### config.mk
export PLATFORM = sky130hd
export DESIGN_NAME = exception_condition_branch_ctrl
export DESIGN_NICKNAME = d
export VERILOG_FILES = /design/src/rtl/ctrl_pkg.sv /design/src/rtl/exec_if.sv /design/src/rtl/cond_check.sv /design/src/rtl/alu_decode.sv /design/src/rtl/exception_condition_branch_ctrl.sv
export SDC_FILE = /design/constraint.sdc
export NUM_CORES = 2
export LEC_CHECK = 0
export ABC_AREA = 1
export BUFFER_PORTS_ARGS = -buffer_cell sky130_fd_sc_hd__buf_2
export CORE_ASPECT_RATIO = 1.5
export CORE_MARGIN = 2
export CORE_UTILIZATION = 65
export CTS_BUF_LIST = sky130_fd_sc_hd__clkbuf_4 sky130_fd_sc_hd__clkbuf_8 sky130_fd_sc_hd__clkbuf_16
export DETAILED_ROUTE_END_ITERATION = 16
export GPL_TIMING_DRIVEN = 0
export PLACE_DENSITY_LB_ADDON = 0.05
export SYNTH_ARGS = -nofsm -noshare
export SYNTH_HDL_FRONTEND = slang
export SYNTH_SLANG_ARGS = --single-unit
### constraint.sdc
create_clock -name clk_i -period 13.25 [get_ports clk_i]
set_clock_uncertainty 0.2 [all_clocks]
set_input_delay 1.9875 -clock clk_i [delete_from_list [all_inputs] [get_ports clk_i]]
set_output_delay 1.9875 -clock clk_i [all_outputs]
set_load 0.01 [all_outputs]
### src/rtl/ctrl_pkg.sv
// Shared constants and types of the exception and condition control core
package ctrl_pkg;

  // ****************************************
  // Register byte offsets
  // ****************************************
  localparam logic [4:0] OFS_INSTR  = 5'h00;
  localparam logic [4:0] OFS_PC     = 5'h04;
  localparam logic [4:0] OFS_PSW    = 5'h08;
  localparam logic [4:0] OFS_LINK   = 5'h0c;
  localparam logic [4:0] OFS_OP1    = 5'h10;
  localparam logic [4:0] OFS_OP2    = 5'h14;
  localparam logic [4:0] OFS_RESULT = 5'h18;
  localparam logic [4:0] OFS_STATUS = 5'h1c;

  // ****************************************
  // Status word fields and modes
  // ****************************************
  localparam int PSW_FLAGS_LSB = 28;
  localparam int PSW_IRQ_DIS   = 27;
  localparam int PSW_FIQ_DIS   = 26;
  localparam logic [1:0] MODE_USR = 2'h0;
  localparam logic [1:0] MODE_FIQ = 2'h1;
  localparam logic [1:0] MODE_IRQ = 2'h2;
  localparam logic [1:0] MODE_SVC = 2'h3;

  // ****************************************
  // Instruction fields
  // ****************************************
  localparam int COND_LSB = 28;
  localparam int IMM_BIT  = 25;
  localparam int LINK_BIT = 24;
  localparam int OPC_LSB  = 21;
  localparam int SET_BIT  = 20;

  // ****************************************
  // Exception kinds; the code times four is the vector
  // ****************************************
  localparam logic [2:0] EXC_RESET = 3'h0;
  localparam logic [2:0] EXC_UNDEF = 3'h1;
  localparam logic [2:0] EXC_SWI   = 3'h2;
  localparam logic [2:0] EXC_PABT  = 3'h3;
  localparam logic [2:0] EXC_DABT  = 3'h4;
  localparam logic [2:0] EXC_AEXC  = 3'h5;
  localparam logic [2:0] EXC_IRQ   = 3'h6;
  localparam logic [2:0] EXC_FIQ   = 3'h7;

  // Synchronised pin positions
  localparam int PIN_FIQ  = 0;
  localparam int PIN_IRQ  = 1;
  localparam int PIN_DABT = 2;
  localparam int PIN_AEXC = 3;
  localparam int PIN_PABT = 4;

  // ****************************************
  // Timing, in processor cycles (tenths where fractional)
  // ****************************************
  localparam int TSYNC_MAX_TENTHS = 25;
  localparam int TSYNC_MIN_TENTHS = 15;
  localparam int TLDM_CYCLES      = 18;
  localparam int TEXC_CYCLES      = 3;
  localparam int TINT_CYCLES      = 2;
  localparam int FIQ_MAX_TENTHS   = TSYNC_MAX_TENTHS + 10 * (TLDM_CYCLES + TEXC_CYCLES
                                    + TINT_CYCLES);
  localparam int IRQ_MIN_TENTHS   = TSYNC_MIN_TENTHS + 10 * TINT_CYCLES;
  localparam logic [1:0] ENTRY_LAST_EXC = 2'(TEXC_CYCLES - 1);
  localparam logic [1:0] ENTRY_LAST_INT = 2'(TINT_CYCLES - 1);

  typedef enum logic [3:0] {
    S_IDLE  = 4'h1,
    S_EXEC  = 4'h2,
    S_COP   = 4'h4,
    S_ENTRY = 4'h8
  } fsm_t;

endpackage

### src/rtl/exec_if.sv
// Carrier between the control core and its condition and ALU units
`timescale 1ns/1ps
interface exec_if;
  logic [31:0] instr;
  logic [31:0] op1;
  logic [31:0] op2_reg;
  logic [3:0]  flags;
  logic        cond_pass;
  logic [31:0] result;
  logic [3:0]  res_flags;
  logic        write_rd;
  logic        set_flags;

  modport core (output instr, op1, op2_reg, flags,
                input  cond_pass, result, res_flags, write_rd, set_flags);
  modport cond_side (input instr, flags, output cond_pass);
  modport alu_side (input  instr, op1, op2_reg, flags,
                    output result, res_flags, write_rd, set_flags);
endinterface

### src/rtl/cond_check.sv
// Condition field evaluation against the stored flags
`timescale 1ns/1ps
module cond_check (
  // Instruction and flags in, verdict out
  exec_if.cond_side ex
);

  // Flags are packed N, Z, C, V from bit 3 down
  function automatic logic pass_f(input logic [3:0] c, input logic [3:0] f);
    logic n;
    logic z;
    logic cf;
    logic v;
    n  = f[3];
    z  = f[2];
    cf = f[1];
    v  = f[0];
    case (c)
      4'h0:    pass_f = z;
      4'h1:    pass_f = !z;
      4'h2:    pass_f = cf;
      4'h3:    pass_f = !cf;
      4'h4:    pass_f = n;
      4'h5:    pass_f = !n;
      4'h6:    pass_f = v;
      4'h7:    pass_f = !v;
      4'h8:    pass_f = cf && !z;
      4'h9:    pass_f = !cf || z;
      4'ha:    pass_f = n == v;
      4'hb:    pass_f = n != v;
      4'hc:    pass_f = !z && (n == v);
      4'hd:    pass_f = z || (n != v);
      4'he:    pass_f = 1'b1;
      default: pass_f = 1'b0;
    endcase
  endfunction

  assign ex.cond_pass = pass_f(ex.instr[31:ctrl_pkg::COND_LSB], ex.flags);

endmodule

### src/rtl/alu_decode.sv
// Operand selection, ALU result and flag outcome for data instructions
`timescale 1ns/1ps
module alu_decode (
  // Operands and instruction in, result and flags out
  exec_if.alu_side ex
);

  function automatic logic [32:0] add33(input logic [31:0] a, input logic [31:0] b,
                                        input logic ci);
    add33 = {1'b0, a} + {1'b0, b} + {32'h0, ci};
  endfunction

  logic [31:0] op2;
  logic [31:0] imm;
  logic [31:0] a;
  logic [31:0] b;
  logic        ci;
  logic        arith;
  logic [31:0] lres;
  logic [32:0] sum;
  logic [31:0] res;
  logic [3:0]  opc;
  logic        cf;

  assign opc = ex.instr[ctrl_pkg::OPC_LSB +: 4];
  assign cf  = ex.flags[1];
  // Shifter is not modelled: a register operand passes unshifted
  assign imm = {24'h0, ex.instr[7:0]};
  assign op2 = ex.instr[ctrl_pkg::IMM_BIT] ?
               ((imm >> {ex.instr[11:8], 1'b0}) | (imm << (6'h20 - {1'b0, ex.instr[11:8], 1'b0})))
               : ex.op2_reg;

  always_comb begin
    a     = ex.op1;
    b     = op2;
    ci    = 1'b0;
    arith = 1'b1;
    lres  = '0;
    case (opc)
      4'h0, 4'h8: begin arith = 1'b0; lres = ex.op1 & op2; end
      4'h1, 4'h9: begin arith = 1'b0; lres = ex.op1 ^ op2; end
      4'h2, 4'ha: begin b = ~op2; ci = 1'b1; end
      4'h3:       begin a = op2; b = ~ex.op1; ci = 1'b1; end
      4'h5:       ci = cf;
      4'h6:       begin b = ~op2; ci = cf; end
      4'h7:       begin a = op2; b = ~ex.op1; ci = cf; end
      4'hc:       begin arith = 1'b0; lres = ex.op1 | op2; end
      4'hd:       begin arith = 1'b0; lres = op2; end
      4'he:       begin arith = 1'b0; lres = ex.op1 & ~op2; end
      4'hf:       begin arith = 1'b0; lres = ~op2; end
      default:    ci = 1'b0; // Add and add-compare
    endcase
    sum = add33(a, b, ci);
    res = arith ? sum[31:0] : lres;
  end

  assign ex.result       = res;
  assign ex.res_flags[3] = res[31];
  assign ex.res_flags[2] = res == 32'h0;
  // Logical class keeps C since no shift carry exists here, and always keeps V
  assign ex.res_flags[1] = arith ? sum[32] : cf;
  assign ex.res_flags[0] = arith ? ((a[31] == b[31]) && (sum[31] != a[31])) : ex.flags[0];
  assign ex.write_rd     = opc[3:2] != 2'b10;
  assign ex.set_flags    = ex.instr[ctrl_pkg::SET_BIT];

endmodule

### src/rtl/exception_condition_branch_ctrl.sv
// Exception, condition, branch and ALU control core with a Wishbone register port
// ****************************************
// What this block does
// - Reset is serviced before every other exception.
// - Then address/data abort, fast interrupt, interrupt, prefetch abort, undefined/trap.
// - Each exception loads its fixed vector, code times four, 0x00 to 0x1c.
// - An accepted but busy coprocessor stalls the core until ready.
// - With no coprocessor accepting, take the undefined trap returning to next instruction.
// - While reset is held, nothing executes and no state changes.
// - Reset release runs the reset entry; there is no return from it.
// - Address/data abort with enabled fast interrupt: abort entry, then fast interrupt entry.
// - Worst fast interrupt latency: 2.5 + 18 + 3 + 2 cycles.
// - Least interrupt recognition delay: synchroniser minimum plus entry, 3.5 cycles.
// - Code 0000 executes only with zero set.
// - Code 1000 carry set and zero clear; 1001 the complement.
// - Code 1101 passes on zero set or negative differing from overflow.
// - Code 1111 is a one-cycle no-op; 1110 always executes.
// - Branch adds the sign-extended 24-bit offset shifted by two, wrapping.
// - Branch base is the program counter plus two words.
// - Branch-and-link saves counter and flags in the current mode's link register.
// - Saved link address is the instruction after the branch.
// - First operand is a register; immediate bit picks register or rotated immediate.
// - Flags change only when the flag-update bit is set.
// - Test and compare operations never write the destination.
// - Opcodes 1000 to 1011 are AND, XOR, subtract and add tests.
// ****************************************
`timescale 1ns/1ps
module exception_condition_branch_ctrl (
  // Clock and reset
  input  wire logic        clk_i,
  input  wire logic        rst_i,
  // Wishbone slave
  input  wire logic        wb_cyc_i,
  input  wire logic        wb_stb_i,
  input  wire logic        wb_we_i,
  input  wire logic [4:0]  wb_adr_i,
  input  wire logic [3:0]  wb_sel_i,
  input  wire logic [31:0] wb_dat_i,
  output logic      [31:0] wb_dat_o,
  output logic             wb_ack_o,
  // Exception request pins
  input  wire logic        fast_interrupt_n_i,
  input  wire logic        irq_n_i,
  input  wire logic        data_abort_i,
  input  wire logic        addr_exc_i,
  input  wire logic        prefetch_abort_i,
  // Coprocessor offer
  input  wire logic        cop_accept_i,
  input  wire logic        cop_busy_i,
  output logic             cop_offer_o,
  // Processor mode
  output logic      [1:0]  mode_o
);

  // ****************************************
  // State
  // ****************************************
  typedef struct packed {
    ctrl_pkg::fsm_t  fsm;
    logic            ack;
    logic [31:0]     rdat;
    logic [31:0]     instr;
    logic [31:0]     pc;
    logic [3:0][31:0] link;
    logic [31:0]     op1;
    logic [31:0]     op2;
    logic [31:0]     result;
    logic [3:0]      nzcv;
    logic            irq_dis;
    logic            fiq_dis;
    logic [1:0]      mode;
    logic [2:0]      kind;
    logic [1:0]      cnt;
    logic            offer;
    logic            pend_dabt;
    logic            pend_aexc;
    logic [4:0]      s1;
    logic [4:0]      s2;
    logic [4:0]      s3;
    logic [4:0]      filt;
  } state_t;

  state_t st_reg;
  state_t st_next;

  function automatic logic [31:0] wmerge(input logic [31:0] old, input logic [31:0] d,
                                         input logic [3:0] sel);
    for (int i = 0; i < 4; i++) begin
      wmerge[8*i +: 8] = sel[i] ? d[8*i +: 8] : old[8*i +: 8];
    end
  endfunction

  // ****************************************
  // Condition and ALU units
  // ****************************************
  exec_if ex ();

  assign ex.instr   = st_reg.instr;
  assign ex.op1     = st_reg.op1;
  assign ex.op2_reg = st_reg.op2;
  assign ex.flags   = st_reg.nzcv;

  cond_check u_cond (
    .ex (ex)
  );

  alu_decode u_alu (
    .ex (ex)
  );

  // ****************************************
  // Combinational helpers
  // ****************************************
  logic [4:0]  pins;
  logic        req;
  logic [4:0]  rise;
  logic        fiq_act;
  logic        irq_act;
  logic        take;
  logic [2:0]  take_kind;
  logic [31:0] ret_pc;
  logic [31:0] link_word;
  logic [31:0] br_off;
  logic [31:0] psw_word;
  logic [31:0] wr;
  logic        ent_go;
  logic [2:0]  ent_kind;
  logic [1:0]  ent_last;
  logic [1:0]  new_mode;

  assign pins = {prefetch_abort_i, addr_exc_i, data_abort_i, ~irq_n_i, ~fast_interrupt_n_i};
  assign req  = wb_cyc_i & wb_stb_i & ~st_reg.ack;

  assign ret_pc    = st_reg.pc + 32'h4;
  assign link_word = {st_reg.nzcv, st_reg.irq_dis, st_reg.fiq_dis, ret_pc[25:2],
                      st_reg.mode};
  assign br_off    = {{6{st_reg.instr[23]}}, st_reg.instr[23:0], 2'b00};
  assign psw_word  = {st_reg.nzcv, st_reg.irq_dis, st_reg.fiq_dis, 24'h0, st_reg.mode};

  always_comb begin
    st_next = st_reg;
    ent_go  = 1'b0;
    ent_kind = ctrl_pkg::EXC_UNDEF;
    wr      = '0;
    ent_last = ctrl_pkg::ENTRY_LAST_EXC;
    new_mode = ctrl_pkg::MODE_SVC;

    // Three-stage pin synchroniser; a level counts once stages two and three agree
    st_next.s1   = pins;
    st_next.s2   = st_reg.s1;
    st_next.s3   = st_reg.s2;
    st_next.filt = (st_reg.s2 & st_reg.s3) | (st_reg.filt & (st_reg.s2 ^ st_reg.s3));
    rise = st_next.filt & ~st_reg.filt;

    // Aborts are events, so they are kept until their entry starts
    st_next.pend_dabt = st_reg.pend_dabt | rise[ctrl_pkg::PIN_DABT];
    st_next.pend_aexc = st_reg.pend_aexc | rise[ctrl_pkg::PIN_AEXC];

    // Interrupts are levels; the requester keeps them up until serviced
    fiq_act = st_next.filt[ctrl_pkg::PIN_FIQ] & ~st_reg.fiq_dis;
    irq_act = st_next.filt[ctrl_pkg::PIN_IRQ] & ~st_reg.irq_dis;

    // Fixed priority below reset; a fresh abort edge beats a same-cycle interrupt
    take = 1'b1;
    if (st_next.pend_aexc) begin
      take_kind = ctrl_pkg::EXC_AEXC;
    end else if (st_next.pend_dabt) begin
      take_kind = ctrl_pkg::EXC_DABT;
    end else if (fiq_act) begin
      take_kind = ctrl_pkg::EXC_FIQ;
    end else if (irq_act) begin
      take_kind = ctrl_pkg::EXC_IRQ;
    end else begin
      take      = 1'b0;
      take_kind = ctrl_pkg::EXC_IRQ;
    end

    // ****************************************
    // Wishbone register access
    // ****************************************
    st_next.ack  = req;
    st_next.rdat = '0;
    if (req && !wb_we_i) begin
      case (wb_adr_i)
        ctrl_pkg::OFS_INSTR:  st_next.rdat = st_reg.instr;
        ctrl_pkg::OFS_PC:     st_next.rdat = st_reg.pc;
        ctrl_pkg::OFS_PSW:    st_next.rdat = psw_word;
        ctrl_pkg::OFS_LINK:   st_next.rdat = st_reg.link[st_reg.mode];
        ctrl_pkg::OFS_OP1:    st_next.rdat = st_reg.op1;
        ctrl_pkg::OFS_OP2:    st_next.rdat = st_reg.op2;
        ctrl_pkg::OFS_RESULT: st_next.rdat = st_reg.result;
        ctrl_pkg::OFS_STATUS: st_next.rdat = {17'h0, st_reg.fsm, st_reg.kind, st_reg.offer,
                                              st_reg.pend_dabt, st_reg.pend_aexc,
                                              st_reg.filt};
        default:              st_next.rdat = '0;
      endcase
    end
    if (req && wb_we_i) begin
      case (wb_adr_i)
        ctrl_pkg::OFS_INSTR: begin
          // A new instruction is only taken while the core is idle
          if (st_reg.fsm == ctrl_pkg::S_IDLE) begin
            st_next.instr = wmerge(st_reg.instr, wb_dat_i, wb_sel_i);
            st_next.fsm   = ctrl_pkg::S_EXEC;
          end
        end
        ctrl_pkg::OFS_PC:   st_next.pc = wmerge(st_reg.pc, wb_dat_i, wb_sel_i);
        ctrl_pkg::OFS_PSW: begin
          wr = wmerge(psw_word, wb_dat_i, wb_sel_i);
          st_next.nzcv    = wr[31:ctrl_pkg::PSW_FLAGS_LSB];
          st_next.irq_dis = wr[ctrl_pkg::PSW_IRQ_DIS];
          st_next.fiq_dis = wr[ctrl_pkg::PSW_FIQ_DIS];
          st_next.mode    = wr[1:0];
        end
        ctrl_pkg::OFS_LINK:
          st_next.link[st_reg.mode] = wmerge(st_reg.link[st_reg.mode], wb_dat_i, wb_sel_i);
        ctrl_pkg::OFS_OP1:  st_next.op1 = wmerge(st_reg.op1, wb_dat_i, wb_sel_i);
        ctrl_pkg::OFS_OP2:  st_next.op2 = wmerge(st_reg.op2, wb_dat_i, wb_sel_i);
        default:            wr = '0;
      endcase
    end

    // ****************************************
    // Sequencer
    // ****************************************
    case (st_reg.fsm)
      ctrl_pkg::S_IDLE: begin
        if (take) begin
          ent_go   = 1'b1;
          ent_kind = take_kind;
        end
      end
      ctrl_pkg::S_EXEC: begin
        // The offered instruction is abandoned when an exception is taken first
        st_next.fsm = ctrl_pkg::S_IDLE;
        if (take) begin
          ent_go   = 1'b1;
          ent_kind = take_kind;
        end else if (st_reg.filt[ctrl_pkg::PIN_PABT]) begin
          ent_go   = 1'b1;
          ent_kind = ctrl_pkg::EXC_PABT;
        end else if (!ex.cond_pass) begin
          st_next.pc = ret_pc;
        end else if (st_reg.instr[27:24] == 4'hf) begin
          ent_go   = 1'b1;
          ent_kind = ctrl_pkg::EXC_SWI;
        end else if (st_reg.instr[27:25] == 3'b101) begin
          if (st_reg.instr[ctrl_pkg::LINK_BIT]) begin
            st_next.link[st_reg.mode] = link_word;
          end
          st_next.pc = st_reg.pc + 32'h8 + br_off;
        end else if (st_reg.instr[27:26] == 2'b00) begin
          if (ex.write_rd) begin
            st_next.result = ex.result;
          end
          if (ex.set_flags) begin
            st_next.nzcv = ex.res_flags;
          end
          st_next.pc = ret_pc;
        end else if (st_reg.instr[27:26] == 2'b11 ||
                     (st_reg.instr[27:25] == 3'b011 && st_reg.instr[4])) begin
          st_next.offer = 1'b1;
          st_next.fsm   = ctrl_pkg::S_COP;
        end else begin
          // Transfers are handled elsewhere; here they only advance the counter
          st_next.pc = ret_pc;
        end
      end
      ctrl_pkg::S_COP: begin
        if (!cop_accept_i) begin
          st_next.offer = 1'b0;
          ent_go        = 1'b1;
          ent_kind      = ctrl_pkg::EXC_UNDEF;
        end else if (!cop_busy_i) begin
          st_next.offer = 1'b0;
          st_next.pc    = ret_pc;
          st_next.fsm   = ctrl_pkg::S_IDLE;
        end
      end
      ctrl_pkg::S_ENTRY: begin
        ent_last = (st_reg.kind == ctrl_pkg::EXC_FIQ || st_reg.kind == ctrl_pkg::EXC_IRQ) ?
                   ctrl_pkg::ENTRY_LAST_INT : ctrl_pkg::ENTRY_LAST_EXC;
        if (st_reg.cnt == ent_last) begin
          case (st_reg.kind)
            ctrl_pkg::EXC_FIQ: new_mode = ctrl_pkg::MODE_FIQ;
            ctrl_pkg::EXC_IRQ: new_mode = ctrl_pkg::MODE_IRQ;
            default:           new_mode = ctrl_pkg::MODE_SVC;
          endcase
          st_next.link[new_mode] = link_word;
          st_next.mode           = new_mode;
          st_next.irq_dis        = 1'b1;
          if (st_reg.kind == ctrl_pkg::EXC_RESET || st_reg.kind == ctrl_pkg::EXC_FIQ) begin
            st_next.fiq_dis = 1'b1;
          end
          // Abort entry leaves the fast interrupt enabled, so it follows at once
          st_next.pc  = {27'h0, st_reg.kind, 2'b00};
          st_next.fsm = ctrl_pkg::S_IDLE;
        end else begin
          st_next.cnt = st_reg.cnt + 2'h1;
        end
      end
      default: st_next.fsm = ctrl_pkg::S_IDLE;
    endcase

    if (ent_go) begin
      st_next.fsm  = ctrl_pkg::S_ENTRY;
      st_next.kind = ent_kind;
      st_next.cnt  = '0;
      // Set wins: a new abort edge in this cycle stays pending
      if (ent_kind == ctrl_pkg::EXC_AEXC) begin
        st_next.pend_aexc = st_reg.pend_aexc & rise[ctrl_pkg::PIN_AEXC];
      end
      if (ent_kind == ctrl_pkg::EXC_DABT) begin
        st_next.pend_dabt = st_reg.pend_dabt & rise[ctrl_pkg::PIN_DABT];
      end
    end
  end

  // ****************************************
  // Registers
  // ****************************************
  always_ff @(posedge clk_i) begin
    if (rst_i) begin
      st_reg      <= '0;
      st_reg.fsm  <= ctrl_pkg::S_ENTRY;
      st_reg.kind <= ctrl_pkg::EXC_RESET;
    end else begin
      st_reg <= st_next;
    end
  end

  assign wb_dat_o    = st_reg.rdat;
  assign wb_ack_o    = st_reg.ack;
  assign cop_offer_o = st_reg.offer;
  assign mode_o      = st_reg.mode;

endmodule

==> flow_metrics.tcl, run 1 <==
set metrics [dict create \
    synth_compound_area_share_pct 26.6 \
    synthTopCellsByArea "dfxtp_1 (26%), nand2_1 (16%), a21oi_1 (7.3%)" \
    start_util_pct 65.9 \
    synth_xor_area_share_pct 0.835 \
    grt_max_degree 15 \
    synth_area_sq_um 28300 \
    row_count 93 \
    failed_stage "global routing" \
    grt_pass1_vias 38900 \
    async_reset_ff_share_pct 0 \
    die_h_um 260 \
    cts_setup_buffers 0 \
    cts_buffer_depth 3 \
    grt_use_total_pct 78.5 \
    synth_top_family_by_area "simple AND/OR/NAND/NOR gates" \
    synth_fa_ha_area_share_pct 5.83 \
    dp_hpwl_um 116000 \
    port_buffers 87 \
    cts_root_buffer "clkbuf_16" \
    holdBufCountCts 0 \
    synth-simple-area-share_pct 29.1 \
    cts_resized 0 \
    yosysSeqAreaShare_pct 25.5 \
    overflow 697 \
    htree_levels 2 \
    synth-seq-cells 361 \
    avgSynthCellArea_sq_um 6.19 \
    synthesis.nets 4757 \
    die_w_um 174 \
    yosysWarnings 0 \
    synth.top_cell.area_share_pct 25.5 \
    status "did not finish" \
    synth_area_leader_cell "dfxtp_1" \
    place_congestion 1.22 \
    io_pins 89 \
    synthCells 4574 \
    error "[ERROR GRT-0116] Global routing finished with congestion. Check the congestion regions in the DRC Viewer." \
    ys.flop_type "dfxtp_1" \
    synth-edff-count 0 \
    muxShareOfSynthArea_pct 0.217 \
    grt_pass1_wl_um 277000 \
    numCtsBuffers 37 \
    synth_cell_types 65 \
    clock-sinks 361 \
    placedInstanceArea_sq_um 29500 \
]
-- through the flow --
step	setup WS (ps)	hold WS [ps]	instances	utilization, %
after CTS	7150	207	5296	71.5
after detailed placement	7220	200	5231	68.6
after global placement	7240	191	5231	68.6
after floorplan	8970	188	4574	-
-- logic make-up after synthesis --
family / count (synthesis)
AOI/OAI and AO/OA: 1246
DFF: 361
xor gates and xnor gates: 27
buffers and inverters: 823
adders and majority gates: 130
and+or+nand+nor: 1981
muxes: 6
-- Yosys cell counts, types with 17 or more instances --
cell type  instances
nor3_1            45
o211ai_1          95
a22oi_1           40
clkbuf_1         143
nand3_1          196
o21ai_1           17
dfxtp_1          361
o22ai_1           74
a31oi_1           18
o21ai_0          369
nand4_1           31
inv_1            536
ha_1             127
a221oi_1          42
o221ai_1          37
inv_2             28
nand2_1         1196
a21oi_1          414
a211oi_1          52
nand2_2           20
buf_4             45
nor2_1           411
xor2_1            19
a211oi_2          27
buf_2             42
-- metal layers --
metal,track usage [%],GRT overflow
met5,21.6,1
met4,83.0,254
met3,61.0,15
met2,99.3,423
met1,75.4,4
==> run 2: changes to the inputs <==
CORE_ASPECT_RATIO = unset   (was 1.5)
CORE_UTILIZATION = 40   (was 65)
CTS_BUF_LIST = unset   (was sky130_fd_sc_hd__clkbuf_4 sky130_fd_sc_hd__clkbuf_8 sky130_fd_sc_hd__clkbuf_16)
PLACE_DENSITY_LB_ADDON = 0.15   (was 0.05)
==> run 2 against run 1 <==
Effect of this change: synthesized cell count unchanged; area after synthesis did not move; the run now ends clean.
==> flow_metrics.tcl, run 2 <==
set metrics [dict create \
    p_total_uw 3520 \
    cpMostUsedCell "nand2_1" \
    grt_use_total_pct 43.7 \
    avgSynthCellArea_sq_um 6.19 \
    r2r-start "ex.instr[8]" \
    num_vias 34400 \
    ff2ff_path_depth 32 \
    synth-seq-cells 361 \
    cts_tree "done" \
    cts_root_buffer "clkbuf_16" \
    cts_buffer_depth 3 \
    finalSetupViolCount 0 \
    yosysWarnings 0 \
    final_common_cell "nand2_1" \
    reg2reg_slack_ps 6690 \
    die_area_sq_um 72900 \
    slowest_delay_ps 530 \
    drt-wirelength-per-cell_um 29.0 \
    drv_cap 0 \
    post_route_cells_drive_above_1_share_pct 8.54 \
    grt_pass1_vias 32200 \
    slew_headroom_pct 19.1 \
    vdd_drop_max_mv 0.110 \
    grt_max_degree 14 \
    area_growth_pct 11.2 \
    finalCritPeriodShare_pct 49.5 \
    yosysSeqAreaShare_pct 25.5 \
    synth_area_leader_cell "dfxtp_1" \
    holdCritPathClass "register to register" \
    register_area_sq_um 7230 \
    port_buffers 87 \
    p_per_area_nw_per_um2 112 \
    io_pins 89 \
    cts_resized 0 \
    start_util_pct 40.4 \
    fin_setup_tns_ps 0 \
    ys.flop_type "dfxtp_1" \
    detail-route-antenna-nets 0 \
    synth_cell_types 65 \
    p_leak_uw 0.0136 \
    worst_pin_slew_ps 1210 \
    antenna_found_initial 13 \
    place_congestion 1.08 \
    cp_data_arrival_time_ps 6910 \
    synth_most_common_cell "nand2_1" \
    die_w_um 270 \
    min_path_cells 2 \
    fin_crit_ps 6560 \
    slowest_stage "fa_1" \
    post_drt_via_cell_ratio 6.05 \
    layout_common_cells "nand2_1 (1196), inv_1 (536), a21oi_1 (414)" \
    synthTopCellsByArea "dfxtp_1 (26%), nand2_1 (16%), a21oi_1 (7.3%)" \
    crit_type "register to register" \
    synth_area_sq_um 28300 \
    path_clk_slew_ps 60 \
    crit_fanout 10 \
    status "completed" \
    finalHoldViolations 0 \
    fmax_ghz 0.153 \
    die_h_um 270 \
    synthesis.nets 4757 \
    drc 0 \
    first_pass_iters 6 \
    multiInputGateArea_sq_um 17700 \
    drtIter0Drc 4286 \
    row_count 97 \
    largest_reg_flops 213 \
    end_kind "register" \
    grt_pass1_wl_um 232000 \
    num-fill-cells 7744 \
    fin_hold_ws_ps 203 \
    htree_levels 2 \
    synth.top_cell.area_share_pct 25.5 \
    drv_slew 0 \
    synth-edff-count 0 \
    dp_hpwl_um 132000 \
    core_area_sq_um 70000 \
    min_to "st_next[6]" \
    reg2reg_to "ex.flags[2]" \
    wirelength_um 165000 \
    async_reset_ff_share_pct 0 \
    nets 4892 \
    synthCells 4574 \
    crit_required_ps 13610 \
    holdBufCountCts 0 \
    rsz0062_at_grt "false" \
    min-delay-start "st_next[11]" \
    cp-start-kind "register" \
    clock-sinks 361 \
    cts_setup_buffers 0 \
    numCtsBuffers 45 \
    overflow 0 \
    worstSkewPairLatency_ps 640 \
    yosys-top-cells-count "nand2_1 (1196), inv_1 (536), a21oi_1 (414)" \
]
-- run 2: metrics by stage --
| step | setup slack, ps | area (sq um) | instances | util, % |
|---|---|---|---|---|
| final | 6690 | 31500 | 5685 | 44.9 |
| after global routing | 6570 | 31500 | 5682 | 44.9 |
| after global placement | 6860 | 29900 | 5601 | 42.7 |
| after CTS | 6850 | 31500 | 5682 | 44.9 |
| after floorplan | 8970 | 28300 | 4574 | - |
| after detailed placement | 6880 | 29900 | 5602 | 42.7 |
-- run 2: logic make-up (layout without fill, tap and decap cells) --
logic type	Yosys count	in the layout	share of synthesized area, %
xor gates and xnor gates	27	27	0.835
AOI/OAI and AO/OA	1246	1246	26.6
muxes	6	6	0.217
buffers and inverters	823	991	11.9
and+or+nand+nor	1981	1981	29.1
adders and majority gates	130	130	5.83
DFF	361	361	25.5
other	0	3	0
-- run 2: worst max path at each step --
stage | from | end | slack, ps | depth (start not counted)
2_1_floorplan | ex.instr[8] | ex.flags[2] | 8970 | 32
3_3_place_gp | ex.instr[8] | ex.flags[2] | 6860 | 32
3_5_place_dp | ex.instr[8] | ex.flags[2] | 6880 | 32
4_1_cts | ex.instr[8] | ex.flags[2] | 6850 | 32
5_1_grt | ex.instr[9] | ex.flags[2] | 6570 | 30
6_report | ex.instr[8] | ex.flags[2] | 6690 | 32
-- run 2: where the power goes --
group	internal, uW	total [uW]	switching [uW]
combinational	228	963	735
clock	750	1330	578
sequential	1130	1230	101
total	2110	3520	1410
-- run 2: per-layer routing --
metal	part of all wire, %	GRT usage (%)	vias to the layer above	wire (um)
li1	-	-	15600	-
met1	38	51.8	16000	62100
met2	44	69.1	2182	72000
met3	9.5	8.78	598	15600
met4	9.2	34.0	14	15100
met5	0.060	0	-	99
-- run 2: area by class of cell --
class	count	share of cell area (%)
clock buffer	61	4.12
inverter	576	6.90
timing repair buffer	88	1.40
multi-input combinational	3390	56.3
antenna	3	0.0239
tap	940	3.74
sequential	361	23.0
buffer	247	3.82
clock inverter	19	0.756
-- run 2: critical path, delay by kind of cell (launching register included) --
family          cells  cell delay [ps]
simple gates       20             3210
fa+ha+maj           3             1350
compound gates      3              470
buf+inv             6              790
flops               1              450
Power figures use the tool's default switching activity.
